**src/pkg/mid_pkg.sv**
```systemverilog
// Shared constants and carriers for the instruction decoder
package mid_pkg;
  // Instruction classes, top two bits of the word
  localparam logic [1:0] CLS_BYTE = 2'h0;
  localparam logic [1:0] CLS_BIT = 2'h1;
  localparam logic [1:0] CLS_BRANCH = 2'h2;
  localparam logic [1:0] CLS_LIT = 2'h3;
  // Byte class opcodes
  localparam logic [3:0] OP_MOVWF = 4'h0;
  localparam logic [3:0] OP_CLR = 4'h1;
  localparam logic [3:0] OP_SUBWF = 4'h2;
  localparam logic [3:0] OP_DECF = 4'h3;
  localparam logic [3:0] OP_IORWF = 4'h4;
  localparam logic [3:0] OP_ANDWF = 4'h5;
  localparam logic [3:0] OP_XOR_ACC_FILE = 4'h6;
  localparam logic [3:0] OP_ADDWF = 4'h7;
  localparam logic [3:0] OP_MOVF = 4'h8;
  localparam logic [3:0] OP_COMF = 4'h9;
  localparam logic [3:0] OP_INCF = 4'hA;
  localparam logic [3:0] OP_DEC_SKIP_ZERO = 4'hB;
  localparam logic [3:0] OP_ROT_RIGHT = 4'hC;
  localparam logic [3:0] OP_ROT_LEFT = 4'hD;
  localparam logic [3:0] OP_SWAPF = 4'hE;
  localparam logic [3:0] OP_INC_SKIP_ZERO = 4'hF;
  // Literal class opcodes
  localparam logic [3:0] OP_MOVLW = 4'h0;
  localparam logic [3:0] OP_LOAD_PC_LATCH = 4'h1;
  localparam logic [3:0] OP_LSLF = 4'h5;
  localparam logic [3:0] OP_LSRF = 4'h6;
  localparam logic [3:0] OP_ASRF = 4'h7;
  localparam logic [3:0] OP_OR_LIT_ACC = 4'h8;
  localparam logic [3:0] OP_ANDLW = 4'h9;
  localparam logic [3:0] OP_XORLW = 4'hA;
  localparam logic [3:0] OP_SUB_BORROW_FILE = 4'hB;
  localparam logic [3:0] OP_SUBLW = 4'hC;
  localparam logic [3:0] OP_ADD_CARRY_FILE = 4'hD;
  localparam logic [3:0] OP_ADDLW = 4'hE;
  localparam logic [3:0] OP_IND_STORE_REL = 4'hF;
  // Bit class sub-codes
  localparam logic [1:0] BIT_CLEAR = 2'h0;
  localparam logic [1:0] BIT_SET = 2'h1;
  localparam logic [1:0] BIT_TEST_SKIP_CLEAR = 2'h2;
  localparam logic [1:0] BIT_TEST_SKIP_SET = 2'h3;
  // Whole-word control instructions and the indirect store prefix
  localparam logic [13:0] WORD_SW_RESET = 14'h0001;
  localparam logic [13:0] WORD_OPTION_LOAD = 14'h0062;
  localparam logic [4:0] IND_STORE_PREFIX = 5'h03;
  // Pointer update modes
  localparam logic [1:0] PTR_PRE_INC = 2'h0;
  localparam logic [1:0] PTR_PRE_DEC = 2'h1;
  localparam logic [1:0] PTR_POST_INC = 2'h2;
  localparam logic [1:0] PTR_POST_DEC = 2'h3;
  // Indirect access port file addresses
  localparam logic [6:0] ADDR_IND_PORT0 = 7'h00;
  localparam logic [6:0] ADDR_IND_PORT1 = 7'h01;
  // Reset values
  localparam logic [7:0] OPTION_RESET = 8'hFF;
  localparam logic [15:0] PTR_RESET = 16'h0000;
  // Status flags carried together
  typedef struct packed {
    logic z;
    logic dc;
    logic c;
  } mid_status_t;
  // One write into the file memory
  typedef struct packed {
    logic en;
    logic [6:0] addr;
    logic [7:0] data;
  } mid_wr_t;
endpackage

```
**src/verilog/mid_decoder.sv**
```systemverilog
// Instruction decode and execution control for the 8-bit core
//
// Contract
// - Add with carry sums accumulator, file byte and carry; updates C, DC, Z.
// - Subtract with borrow takes accumulator and borrow from file byte; C, DC, Z.
// - Rotates shift the file byte through carry and change only carry.
// - Decrement/increment skip write the byte, skip on zero, leave flags alone.
// - Bit tests skip on clear (10) or set (11), three-bit bit select.
// - Literal load of the upper PC latch takes seven bits, no flag change.
// - Literal OR into the accumulator updates only zero.
// - Accumulator XOR file byte, steered by destination, updates only zero.
// - PC change or true test takes two cycles, second one a no-operation.
// - Indirect port access with pointer MSB set costs one extra cycle; indirect stores take none.
// - Indirect ports hold nothing; access goes to the pointer's address.
// - Pointers are sixteen bits and wrap at both ends.
// - Pointer increment or decrement in an indirect store leaves flags alone.
// - Indirect store picks pointer and mode 00/01/10/11, or offset -32..31.
// - Indirect store writes accumulator; pre before, post after, offset unchanged.
// - Option load copies accumulator to option register in one cycle.
// - Software reset resets the device and clears the reset indicator.
`timescale 1ns/1ps
`default_nettype none
module mid_decoder #(
  parameter int PTR_W = 16
) (
  // Clock and reset
  input wire logic clk_i,
  input wire logic rst_n_i,
  // Instruction stream from fetch
  input wire logic instr_valid_i,
  input wire logic [13:0] instr_i,
  output logic instr_ready_o,
  // Program counter control
  output logic pc_load_o,
  output logic [10:0] pc_target_o,
  output logic skip_o,
  output logic [6:0] upper_pc_latch_o,
  // Core state
  output logic [7:0] acc_o,
  output mid_pkg::mid_status_t status_o,
  output logic [7:0] option_o,
  output logic [PTR_W-1:0] ptr0_o,
  output logic [PTR_W-1:0] ptr1_o,
  // Reset control
  output logic sw_reset_o,
  output logic reset_instruction_indicator_o
);
  typedef enum logic [1:0] {
    MID_IDLE = 2'b00,
    MID_EXEC = 2'b01,
    MID_EXTRA = 2'b10,
    MID_NOP = 2'b11
  } mid_state_t;

  mid_state_t state_reg, state_next;
  logic [13:0] ir_reg;
  logic [6:0] ea_reg;
  logic ind_slow_reg;
  logic [7:0] fdat;
  logic [6:0] rd_addr;
  logic [1:0] cls;
  logic [3:0] op;
  logic dst;
  logic [7:0] k8;
  logic [2:0] bsel;
  mid_pkg::mid_wr_t wr;
  // Result of the execute stage
  logic [7:0] res;
  logic wr_acc, wr_file, skip, branch, do_reset, do_option, do_pclatch;
  mid_pkg::mid_status_t st_n;
  logic ind_store, ptr_sel;
  logic [PTR_W-1:0] ptr_cur, ptr_new, ptr_addr;
  logic [8:0] sum9;
  logic [4:0] sum5;

  assign cls = ir_reg[13:12];
  assign op = ir_reg[11:8];
  assign dst = ir_reg[7];
  assign k8 = ir_reg[7:0];
  assign bsel = ir_reg[9:7];

  // Instruction that takes a file operand, indirect port applies
  function automatic logic takes_file(input logic [13:0] w);
    logic [3:0] o;
    o = w[11:8];
    case (w[13:12])
      mid_pkg::CLS_BYTE: takes_file = (o != mid_pkg::OP_MOVWF) || w[7];
      mid_pkg::CLS_BIT: takes_file = 1'b1;
      mid_pkg::CLS_LIT: takes_file = (o == mid_pkg::OP_ADD_CARRY_FILE) ||
        (o == mid_pkg::OP_SUB_BORROW_FILE) || (o == mid_pkg::OP_LSLF) ||
        (o == mid_pkg::OP_LSRF) || (o == mid_pkg::OP_ASRF);
      default: takes_file = 1'b0;
    endcase
  endfunction

  // Indirect ports redirect to the pointer's address, no storage behind them
  always_comb begin
    rd_addr = instr_i[6:0];
    if (takes_file(instr_i) && instr_i[6:0] == mid_pkg::ADDR_IND_PORT0) begin
      rd_addr = ptr0_o[6:0];
    end else if (takes_file(instr_i) && instr_i[6:0] == mid_pkg::ADDR_IND_PORT1) begin
      rd_addr = ptr1_o[6:0];
    end
  end

  mid_file_ram #(
    .AW(7),
    .DW(8)
  ) u_ram (
    .clk_i(clk_i),
    .rd_addr_i(rd_addr),
    .rd_data_o(fdat),
    .wr_en_i(wr.en),
    .wr_addr_i(wr.addr),
    .wr_data_i(wr.data)
  );

  // Latch the word and its effective address on acceptance
  always_ff @(posedge clk_i) begin
    if (!rst_n_i) begin
      ir_reg <= 14'h0000;
      ea_reg <= 7'h00;
      ind_slow_reg <= 1'b0;
    end else if (state_reg == MID_IDLE && instr_valid_i) begin
      ir_reg <= instr_i;
      ea_reg <= rd_addr;
      ind_slow_reg <= takes_file(instr_i) &&
        ((instr_i[6:0] == mid_pkg::ADDR_IND_PORT0 && ptr0_o[PTR_W-1]) ||
         (instr_i[6:0] == mid_pkg::ADDR_IND_PORT1 && ptr1_o[PTR_W-1]));
    end
  end

  // Indirect store: pointer select, mode, relative offset
  always_comb begin
    ptr_sel = ir_reg[2];
    ind_store = 1'b0;
    if (cls == mid_pkg::CLS_BYTE && ir_reg[11:3] == {4'h0, mid_pkg::IND_STORE_PREFIX}) begin
      ind_store = 1'b1;
    end else if (cls == mid_pkg::CLS_LIT && op == mid_pkg::OP_IND_STORE_REL && dst) begin
      ind_store = 1'b1;
      ptr_sel = ir_reg[6];
    end
    ptr_cur = ptr_sel ? ptr1_o : ptr0_o;
    ptr_new = ptr_cur;
    ptr_addr = ptr_cur;
    if (cls == mid_pkg::CLS_LIT) begin
      ptr_addr = ptr_cur + {{(PTR_W-6){ir_reg[5]}}, ir_reg[5:0]};
    end else begin
      case (ir_reg[1:0])
        mid_pkg::PTR_PRE_INC: begin
          ptr_new = ptr_cur + 1'b1;
          ptr_addr = ptr_new;
        end
        mid_pkg::PTR_PRE_DEC: begin
          ptr_new = ptr_cur - 1'b1;
          ptr_addr = ptr_new;
        end
        mid_pkg::PTR_POST_INC: ptr_new = ptr_cur + 1'b1;
        default: ptr_new = ptr_cur - 1'b1;
      endcase
    end
  end

  // Execute: result, flags, destination, skip and branch
  always_comb begin
    res = fdat;
    st_n = status_o;
    wr_acc = 1'b0;
    wr_file = 1'b0;
    skip = 1'b0;
    branch = 1'b0;
    do_reset = 1'b0;
    do_option = 1'b0;
    do_pclatch = 1'b0;
    sum9 = 9'h000;
    sum5 = 5'h00;
    case (cls)
      mid_pkg::CLS_BYTE: begin
        wr_acc = !dst;
        wr_file = dst;
        case (op)
          mid_pkg::OP_MOVWF: begin
            wr_acc = 1'b0;
            wr_file = dst;
            res = acc_o;
            do_reset = (ir_reg == mid_pkg::WORD_SW_RESET);
            do_option = (ir_reg == mid_pkg::WORD_OPTION_LOAD);
          end
          mid_pkg::OP_CLR: begin
            res = 8'h00;
            st_n.z = 1'b1;
          end
          mid_pkg::OP_SUBWF, mid_pkg::OP_ADDWF: begin
            sum9 = (op == mid_pkg::OP_ADDWF) ? {1'b0, fdat} + {1'b0, acc_o}
              : {1'b0, fdat} + {1'b0, ~acc_o} + 9'h001;
            sum5 = (op == mid_pkg::OP_ADDWF) ? {1'b0, fdat[3:0]} + {1'b0, acc_o[3:0]}
              : {1'b0, fdat[3:0]} + {1'b0, ~acc_o[3:0]} + 5'h01;
            res = sum9[7:0];
            st_n = '{z: (sum9[7:0] == 8'h00), dc: sum5[4], c: sum9[8]};
          end
          mid_pkg::OP_DECF, mid_pkg::OP_INCF: begin
            res = (op == mid_pkg::OP_INCF) ? fdat + 8'h01 : fdat - 8'h01;
            st_n.z = (res == 8'h00);
          end
          mid_pkg::OP_IORWF, mid_pkg::OP_ANDWF, mid_pkg::OP_XOR_ACC_FILE: begin
            res = (op == mid_pkg::OP_IORWF) ? (fdat | acc_o)
              : (op == mid_pkg::OP_ANDWF) ? (fdat & acc_o) : (fdat ^ acc_o);
            st_n.z = (res == 8'h00);
          end
          mid_pkg::OP_MOVF, mid_pkg::OP_COMF: begin
            res = (op == mid_pkg::OP_COMF) ? ~fdat : fdat;
            st_n.z = (res == 8'h00);
          end
          mid_pkg::OP_DEC_SKIP_ZERO, mid_pkg::OP_INC_SKIP_ZERO: begin
            res = (op == mid_pkg::OP_INC_SKIP_ZERO) ? fdat + 8'h01 : fdat - 8'h01;
            skip = (res == 8'h00);
          end
          mid_pkg::OP_ROT_RIGHT: begin
            res = {status_o.c, fdat[7:1]};
            st_n.c = fdat[0];
          end
          mid_pkg::OP_ROT_LEFT: begin
            res = {fdat[6:0], status_o.c};
            st_n.c = fdat[7];
          end
          default: res = {fdat[3:0], fdat[7:4]};
        endcase
        if (ind_store) begin
          wr_acc = 1'b0;
          wr_file = 1'b0;
        end
      end
      mid_pkg::CLS_BIT: begin
        res = fdat;
        case (ir_reg[11:10])
          mid_pkg::BIT_CLEAR: begin
            res[bsel] = 1'b0;
            wr_file = 1'b1;
          end
          mid_pkg::BIT_SET: begin
            res[bsel] = 1'b1;
            wr_file = 1'b1;
          end
          mid_pkg::BIT_TEST_SKIP_CLEAR: skip = !fdat[bsel];
          default: skip = fdat[bsel];
        endcase
      end
      mid_pkg::CLS_BRANCH: branch = 1'b1;
      default: begin
        wr_acc = 1'b1;
        case (op)
          mid_pkg::OP_MOVLW: res = k8;
          mid_pkg::OP_LOAD_PC_LATCH: begin
            wr_acc = 1'b0;
            do_pclatch = dst;
          end
          mid_pkg::OP_ADD_CARRY_FILE, mid_pkg::OP_SUB_BORROW_FILE, mid_pkg::OP_ADDLW,
          mid_pkg::OP_SUBLW: begin
            wr_acc = !dst || op == mid_pkg::OP_ADDLW || op == mid_pkg::OP_SUBLW;
            wr_file = dst && !(op == mid_pkg::OP_ADDLW || op == mid_pkg::OP_SUBLW);
            case (op)
              mid_pkg::OP_ADD_CARRY_FILE: begin
                sum9 = {1'b0, fdat} + {1'b0, acc_o} + {8'h00, status_o.c};
                sum5 = {1'b0, fdat[3:0]} + {1'b0, acc_o[3:0]} + {4'h0, status_o.c};
              end
              mid_pkg::OP_SUB_BORROW_FILE: begin
                sum9 = {1'b0, fdat} + {1'b0, ~acc_o} + {8'h00, status_o.c};
                sum5 = {1'b0, fdat[3:0]} + {1'b0, ~acc_o[3:0]} + {4'h0, status_o.c};
              end
              mid_pkg::OP_ADDLW: begin
                sum9 = {1'b0, k8} + {1'b0, acc_o};
                sum5 = {1'b0, k8[3:0]} + {1'b0, acc_o[3:0]};
              end
              default: begin
                sum9 = {1'b0, k8} + {1'b0, ~acc_o} + 9'h001;
                sum5 = {1'b0, k8[3:0]} + {1'b0, ~acc_o[3:0]} + 5'h01;
              end
            endcase
            res = sum9[7:0];
            st_n = '{z: (sum9[7:0] == 8'h00), dc: sum5[4], c: sum9[8]};
          end
          mid_pkg::OP_LSLF, mid_pkg::OP_LSRF, mid_pkg::OP_ASRF: begin
            wr_acc = !dst;
            wr_file = dst;
            res = (op == mid_pkg::OP_LSLF) ? {fdat[6:0], 1'b0}
              : {(op == mid_pkg::OP_ASRF) & fdat[7], fdat[7:1]};
            st_n.c = (op == mid_pkg::OP_LSLF) ? fdat[7] : fdat[0];
            st_n.z = (res == 8'h00);
          end
          mid_pkg::OP_OR_LIT_ACC, mid_pkg::OP_ANDLW, mid_pkg::OP_XORLW: begin
            res = (op == mid_pkg::OP_OR_LIT_ACC) ? (acc_o | k8)
              : (op == mid_pkg::OP_ANDLW) ? (acc_o & k8) : (acc_o ^ k8);
            st_n.z = (res == 8'h00);
          end
          default: wr_acc = 1'b0;
        endcase
      end
    endcase
  end

  // File write port: ordinary results or the indirect store
  always_comb begin
    wr = '0;
    if (state_reg == MID_EXEC) begin
      if (ind_store) begin
        wr = '{en: 1'b1, addr: ptr_addr[6:0], data: acc_o};
      end else if (wr_file) begin
        wr = '{en: 1'b1, addr: ea_reg, data: res};
      end
    end
  end

  // Sequencer: execute, extra indirect cycle, then no-operation cycle
  always_comb begin
    state_next = state_reg;
    case (state_reg)
      MID_IDLE: if (instr_valid_i) state_next = MID_EXEC;
      MID_EXEC: begin
        if (do_reset) begin
          state_next = MID_IDLE;
        end else if (ind_slow_reg) begin
          state_next = MID_EXTRA;
        end else if (skip || branch) begin
          state_next = MID_NOP;
        end else begin
          state_next = MID_IDLE;
        end
      end
      MID_EXTRA: state_next = skip_o || pc_load_o ? MID_NOP : MID_IDLE;
      default: state_next = MID_IDLE;
    endcase
  end

  always_ff @(posedge clk_i) begin
    if (!rst_n_i) begin
      state_reg <= MID_IDLE;
      instr_ready_o <= 1'b1;
    end else begin
      state_reg <= state_next;
      instr_ready_o <= (state_next == MID_IDLE);
    end
  end

  // Program counter requests, held through the extra cycle
  always_ff @(posedge clk_i) begin
    if (!rst_n_i) begin
      pc_load_o <= 1'b0;
      skip_o <= 1'b0;
      pc_target_o <= 11'h000;
    end else if (state_reg == MID_EXEC) begin
      pc_load_o <= branch;
      skip_o <= skip;
      pc_target_o <= ir_reg[10:0];
    end else if (state_reg != MID_EXTRA) begin
      pc_load_o <= 1'b0;
      skip_o <= 1'b0;
    end
  end

  // Architectural registers; software reset restores them like a device reset
  always_ff @(posedge clk_i) begin
    if (!rst_n_i) begin
      acc_o <= 8'h00;
      status_o <= '0;
      option_o <= mid_pkg::OPTION_RESET;
      upper_pc_latch_o <= 7'h00;
      ptr0_o <= mid_pkg::PTR_RESET;
      ptr1_o <= mid_pkg::PTR_RESET;
    end else if (state_reg == MID_EXEC && do_reset) begin
      acc_o <= 8'h00;
      status_o <= '0;
      option_o <= mid_pkg::OPTION_RESET;
      upper_pc_latch_o <= 7'h00;
      ptr0_o <= mid_pkg::PTR_RESET;
      ptr1_o <= mid_pkg::PTR_RESET;
    end else if (state_reg == MID_EXEC) begin
      if (wr_acc) acc_o <= res;
      if (!ind_store) status_o <= st_n;
      if (do_option) option_o <= acc_o;
      if (do_pclatch) upper_pc_latch_o <= ir_reg[6:0];
      if (ind_store && !ptr_sel) ptr0_o <= ptr_new;
      if (ind_store && ptr_sel) ptr1_o <= ptr_new;
    end
  end

  // Reset cause: set by pin reset, cleared only by the reset instruction
  always_ff @(posedge clk_i) begin
    if (!rst_n_i) begin
      reset_instruction_indicator_o <= 1'b1;
      sw_reset_o <= 1'b0;
    end else begin
      sw_reset_o <= (state_reg == MID_EXEC) && do_reset;
      if (state_reg == MID_EXEC && do_reset) reset_instruction_indicator_o <= 1'b0;
    end
  end

  property p_skip_two_cycles;
    @(posedge clk_i) disable iff (!rst_n_i)
      (state_reg == MID_EXEC && skip && !ind_slow_reg) |=> state_reg == MID_NOP ##1 instr_ready_o;
  endproperty
  a_skip_two_cycles: assert property (p_skip_two_cycles) else $error("skip lacks nop cycle");

  property p_extra_cycle;
    @(posedge clk_i) disable iff (!rst_n_i)
      (state_reg == MID_EXEC && ind_slow_reg && !do_reset) |=> state_reg == MID_EXTRA;
  endproperty
  a_extra_cycle: assert property (p_extra_cycle) else $error("missing extra cycle");

  property p_ptr_flags;
    @(posedge clk_i) disable iff (!rst_n_i)
      (state_reg == MID_EXEC && ind_store) |=> $stable(status_o);
  endproperty
  a_ptr_flags: assert property (p_ptr_flags) else $error("store changed flags");

  property p_ptr_wrap;
    @(posedge clk_i) disable iff (!rst_n_i)
      (state_reg == MID_EXEC && ind_store && !ptr_sel && cls == mid_pkg::CLS_BYTE
       && (ir_reg[1:0] == mid_pkg::PTR_PRE_INC || ir_reg[1:0] == mid_pkg::PTR_POST_INC)
       && ptr0_o == '1) |=> ptr0_o == '0;
  endproperty
  a_ptr_wrap: assert property (p_ptr_wrap) else $error("pointer did not wrap");

  property p_option_load;
    @(posedge clk_i) disable iff (!rst_n_i)
      (state_reg == MID_EXEC && ir_reg == mid_pkg::WORD_OPTION_LOAD)
      |=> option_o == $past(acc_o) && $stable(status_o) && instr_ready_o;
  endproperty
  a_option_load: assert property (p_option_load) else $error("option load wrong");

  property p_sw_reset;
    @(posedge clk_i) disable iff (!rst_n_i)
      (state_reg == MID_EXEC && ir_reg == mid_pkg::WORD_SW_RESET)
      |=> sw_reset_o && !reset_instruction_indicator_o && acc_o == 8'h00;
  endproperty
  a_sw_reset: assert property (p_sw_reset) else $error("software reset wrong");

  property p_pclatch;
    @(posedge clk_i) disable iff (!rst_n_i)
      (state_reg == MID_EXEC && cls == mid_pkg::CLS_LIT && op == mid_pkg::OP_LOAD_PC_LATCH && dst)
      |=> upper_pc_latch_o == $past(ir_reg[6:0]) && $stable(status_o);
  endproperty
  a_pclatch: assert property (p_pclatch) else $error("pc latch load wrong");

  property p_rotate_carry;
    @(posedge clk_i) disable iff (!rst_n_i)
      (state_reg == MID_EXEC && cls == mid_pkg::CLS_BYTE && op == mid_pkg::OP_ROT_LEFT)
      |=> status_o.c == $past(fdat[7]) && status_o.z == $past(status_o.z);
  endproperty
  a_rotate_carry: assert property (p_rotate_carry) else $error("rotate flags wrong");

  property p_skip_no_flags;
    @(posedge clk_i) disable iff (!rst_n_i)
      (state_reg == MID_EXEC && cls == mid_pkg::CLS_BYTE && op == mid_pkg::OP_INC_SKIP_ZERO)
      |=> $stable(status_o) && skip_o == ($past(fdat) == 8'hFF);
  endproperty
  a_skip_no_flags: assert property (p_skip_no_flags) else $error("inc skip wrong");
endmodule
`default_nettype wire

```
**src/verilog/mid_file_ram.sv**
```systemverilog
// File register memory with registered read data
`timescale 1ns/1ps
`default_nettype none
module mid_file_ram #(
  parameter int AW = 7,
  parameter int DW = 8
) (
  // Clock
  input wire logic clk_i,
  // Read port
  input wire logic [AW-1:0] rd_addr_i,
  output logic [DW-1:0] rd_data_o,
  // Write port
  input wire logic wr_en_i,
  input wire logic [AW-1:0] wr_addr_i,
  input wire logic [DW-1:0] wr_data_i
);
  logic [DW-1:0] mem [0:(1<<AW)-1];

  // Read before write, read data registered one cycle later
  always_ff @(posedge clk_i) begin
    if (wr_en_i) begin
      mem[wr_addr_i] <= wr_data_i;
    end
  end

  always_ff @(posedge clk_i) begin
    rd_data_o <= mem[rd_addr_i];
  end
endmodule
`default_nettype wire

```
**config.mk**
```make
export PLATFORM = sky130hd
export DESIGN_NAME = mid_decoder
export DESIGN_NICKNAME = d
export VERILOG_FILES = /design/src/pkg/mid_pkg.sv /design/src/verilog/mid_decoder.sv /design/src/verilog/mid_file_ram.sv
export SDC_FILE = /design/constraint.sdc
export NUM_CORES = 2
export LEC_CHECK = 0
export BUFFER_PORTS_ARGS = -buffer_cell sky130_fd_sc_hd__buf_4
export CAP_MARGIN = 20
export CORE_UTILIZATION = 40
export DETAILED_ROUTE_END_ITERATION = 8
export GPL_TIMING_DRIVEN = 0
export REMOVE_ABC_BUFFERS = 1
export SYNTH_ARGS = -nofsm -noshare
export SYNTH_HDL_FRONTEND = slang
export SYNTH_HIERARCHICAL = 1
export SYNTH_SLANG_ARGS = --single-unit
```
**constraint.sdc**
```tcl
create_clock -name clk_i -period 9 [get_ports clk_i]
set_input_delay 0.45 -clock clk_i [delete_from_list [all_inputs] [get_ports clk_i]]
set_output_delay 0.45 -clock clk_i [all_outputs]
set_load 0.02 [all_outputs]
```
Word level (Yosys, flattened, before mapping)
Memories as Yosys holds them, arrays and structs flattened. A register that Yosys moved wholly into a read port is not among the register bits.
Index checks and enable logic that the tools add are counted.
Widths: inputs -> output; s select.

word-level totals
  flip-flop bits (word level) = 98
  bits in writable memories = 1024
  output and inout bits = 74
  logic and storage cells = 246
  memories kept = 1

memory list
  name       depth  bits a word  read ports  clocked after memory_dff  wr ports  line                RTL
  u_ram.mem  128    8            1           1                         1         mid_file_ram.sv:18  logic [DW-1:0] mem [0:(1<<AW)-1];

cells by class
  add/sub/neg operators = 21
  $lt $le $gt $ge = 2
  equality and inequality tests = 39
  muxes and demuxes = 77
  bitwise gates (word level) = 16
  reductions and logical operators = 72

operators with widths
  operator               number
  $mux 16                6
  $pmux 8 s9             1
  $logic_not 8->1        8
  $mux 8                 8
  $eq 4x4->1 const B     10
  $add 8x8->9            4
  $pmux 8 s4             1
  $mux 1                 29
  $eq 4x3->1 const B     7
  $mux 9                 3
  $pmux 9 s3             1
  $and 8x8->8            3
  $not 8->8              3
  $or 8x8->8             3
  $pmux 8 s3             1
  $mux 7                 3
  $add 4x4->5            4
  $add 9x1->9            2
  $add 9x1->9 const B    2
  $add 16x1->16 const B  1
  $pmux 8 s2             1
  $reduce_or 2->1        8
  $sub 16x1->16 const B  1
  $xor 8x8->8            2
  other kinds (46)       115

Logic depth before layout (Yosys ltp)
  depth in word-level cells = 13
  gate-level depth with buffers = 21
  depth with buffers taken out = 19

By module
The synthesis kept the hierarchy.

modules (own cells, without submodules)
  module        instances  cells each  area each (sq um)  seq. area each (sq um)
  mid_file_ram  1          1635        39665.5            30909.6
  mid_decoder   1          1545        10906.7            1961.9

Worst setup path after synthesis
No wires, ideal clock.

  path kind = flip-flop to flip-flop
  from = reg acc_o[1]
  to = mem u_ram.mem[0][7] (data pin)
  library setup time = 1197 ps
  data arrival time = 7970 ps
  setup slack = -166 ps
  stages on the path, launching flop included = 11
  buffers on the path = 0
  cell sequence = dfxtp_1 > inv_1 > fa_1 > nand2b_1 > a211oi_1 > mux2i_1 > a22oi_1 > and2_1 > o41ai_1 > o211ai_1 > o21ai_0

RTL lines
  what                      line                RTL
  start: declaration        mid_decoder.sv:39   output logic [7:0] acc_o,
  start signal: assignment  mid_decoder.sv:377  if (wr_acc) acc_o <= res;
  end: declaration          mid_file_ram.sv:18

==> impl_metrics.ini <==
[run_status]
status = finished, final reports clean

[global_routing]
grt_pass1_wl_um = 195000
grt_antenna_before_repair = 4
grt_util_met2 = 0.341
grt_pass1_vias = 28900
track_usage = 0.206
use_met1 = 0.283
busiest_layer = met2
grt_overflow = 0
grt_use_met3 = 0.0303
grt_start_max_net_pins = 66

[cts]
cts_buffers = 113
insertion_delay_ns = 0.73
clockBufferDepth = 3
h-tree-depth = 3
cts-root-buf = clkbuf_16
cts_sinks = 1130
cts_tree = done
clk_transition_reported_paths_ns = 0.07
post-cts-setup-buffers = 0

[place]
routabilityCongestion = 0.935
place_hpwl_um = 89900
port_buffers = 90

[timing]
clock_skew_ns = 0.0542
finalHoldViolCount = 0
relSlewSlack = 0.214
fmax_mhz = 128
rsz0062_at_grt = no
worstMarginPinSlew_ns = 1.18
fin_crit_sh = 0.867
tns_ns = 0
finalCriticalPeriod_ns = 7.80
fin_hold_ws_ns = 0.0471
drv_slew = 0
setup_viol = 0

[route]
drc = 0
firstDrtPassIters = 5
finalWirelength_um = 132000
antenna_left = 0
routedWlPerCell_um = 26.3
drt-initial-drc-count = 3217
detail_route.vias_per_cell = 5.85
via_count = 29300

[yosys]
synthArstFlopShare = 0
yosys_warnings = 6
syn-mean-instance-area_sq_um = 15.9
synth_edf_count = 1024
synth.distinct_cells = 100
syn_inst = 3180
synth.ff_latch_count = 1130
synth_top_flop_cell = edfxtp_1
syn_area_sq_mm = 0.0506
ys_seq_area_frac = 0.650

[floorplanning]
dieWidth_um = 358
rows = 130
dieArea_sq_mm = 0.128
die_height_um = 358
io-pin-count = 91
initial_core_util = 0.403
coreArea_sq_mm = 0.126

[critical_path]
critical_path_depth = 16
reg2reg_to = u_ram/mem[47][3]
cpLargestDelayFamily = simple AND/OR/NAND/NOR gates
slowest_stage = nor3_2
worstRegToRegCells = 16
worstSetupEndpointType = flop
critPathMaxFanout = 32
startpoint_type = flop
worstSetupPathType = reg -> reg
required_ns = 9.31
worstPathArrival_ns = 8.11
critPathBufInv = 3
crit_path_start = ir_reg[10]
slowest_delay_ns = 1.03
rr_startpoint = ir_reg[10]
reg2reg_slack_ns = 1.20
crit_chain = buf_12, nand4_1, nor3_2, nor2_4, mux2i_1, inv_1, ha_1, fa_1, xor2_1, nand2_1, o211ai_1, o21ai_0, nor2_1, nand4_1, buf_16, nor2_1
crit_end = u_ram/mem[47][3]

[job]
cap_violations = 0

[power]
p_leak_nw = 17.4
ir_worst_vdd_mv = 0.145
power.density_mw_per_mm2 = 198
power_mw = 11.5

[final_layout]
antennaDiodeCount = 0
fill_cells = 10800
utilization = 0.461
layout-drive-gt1-share = 0.221
area_delta_synth_final_pct = 14.6
seq_area_sq_mm = 0.0329
largest_reg_flops = 1024
largest-register = u_ram/mem
multi_input_area_sq_mm = 0.0167
reg_top3 = u_ram/mem (1024), ptr0_o (16), ptr1_o (16)
fin_nets = 3354

[worst_hold_path]
hp-class = in -> reg
-- layer usage --
metal  wire length (um)  part of all wire  vias to the layer above
met2              64500              0.49                     1057
met5                 15           0.00011                        -
met3               8510             0.065                      199
met1              55500              0.42                    15200
li1                   -                 -                    12800
met4               3420             0.026                        2
-- report_power, final --
group	switching [mW]	leakage (nW)	internal [mW]
Clock	2.03	1.80	2.68
Sequential	0.0672	9.28	5.67
Combinational	0.616	6.34	0.422
Total	2.71	17.4	8.77
-- what timing repair did --
action	in CTS	in global routing
endpoints found under the hold margin	7	0
resized for setup	0	0
setup endpoints to repair	0	0
hold buffers	7	0
-- tightest hold or removal path, cell delays in order --
cell      delay, ns
buf_4          0.13
nand2_1        0.05
a21boi_0       0.07
-- stage by stage --
step / worst slack, ns / std cells / cell area (sq um)
2_1_floorplan: -27.03 / 2978 / 49700
3_3_place_gp: -44.50 / 4718 / 52400
3_5_place_dp: 1.33 / 4794 / 54100
4_1_cts: 1.30 / 5012 / 57900
5_1_grt: 0.894 / 5012 / 57900
6_report: 1.20 / 5012 / 57900
-- layout make-up --
class | count | share of cell area
repair buffers | 173 | 0.0391
clock inverters | 56 | 0.0108
flip-flops and latches | 1130 | 0.567
clock buffers | 155 | 0.0535
well taps | 1650 | 0.0356
inverters | 74 | 0.00479
multi-input cells | 1774 | 0.289
-- cells in the mapped netlist, types with 54 or more instances --
cell	n	area, sq um
edfxtp_1	1024	30700
nor2_1	267	1000
nand2_1	211	792
nor3_1	54	270
ha_1	66	826
a21oi_1	130	651
clkbuf_1	113	424
inv_1	67	251
mux4_2	336	7570
nand3_1	56	280
dfxtp_1	106	2120
o21ai_0	84	420
-- how the worst min path moves through the flow --
stage	cells after the start	from	slack (ns)	end
floorplan	2	ea_reg[2]	0.44	ea_reg[2]
global placement	2	ea_reg[2]	0.45	ea_reg[2]
detailed placement	2	ea_reg[2]	0.45	ea_reg[2]
CTS	3	instr_i[1]	0.007	ir_reg[1]
global route	3	instr_i[1]	0.02	ir_reg[1]
finish	3	instr_i[1]	0.05	ir_reg[1]
-- cell usage in the layout (no fill, tap or decap), types with 18 or more instances in the layout --
cell	count
nand3_1	54
mux2i_1	52
clkbuf_1	33
clkbuf_16	115
buf_16	25
ha_1	66
nand2_1	211
nand4_1	19
nor2b_1	20
dfxtp_1	102
clkinv_1	19
nor3_1	52
a21oi_1	128
nand2b_1	23
nor2_1	263
o211ai_1	19
clkinv_2	18
a21boi_0	36
buf_12	34
edfxtp_1	1024
o21ai_0	80
inv_1	67
buf_4	93
mux4_2	336
xnor2_1	49
-- kinds of logic (layout without fill, tap and decap cells) --
group	Yosys count	after routing	synth area share
flops	1130	1130	0.650
simple gates	756	756	0.0701
compound gates	479	479	0.0637
mux	402	402	0.163
buf+inv	276	458	0.0234
fa+ha+maj	71	71	0.0183
xor+xnor	66	66	0.0114
(Power assumes the default switching activity.)
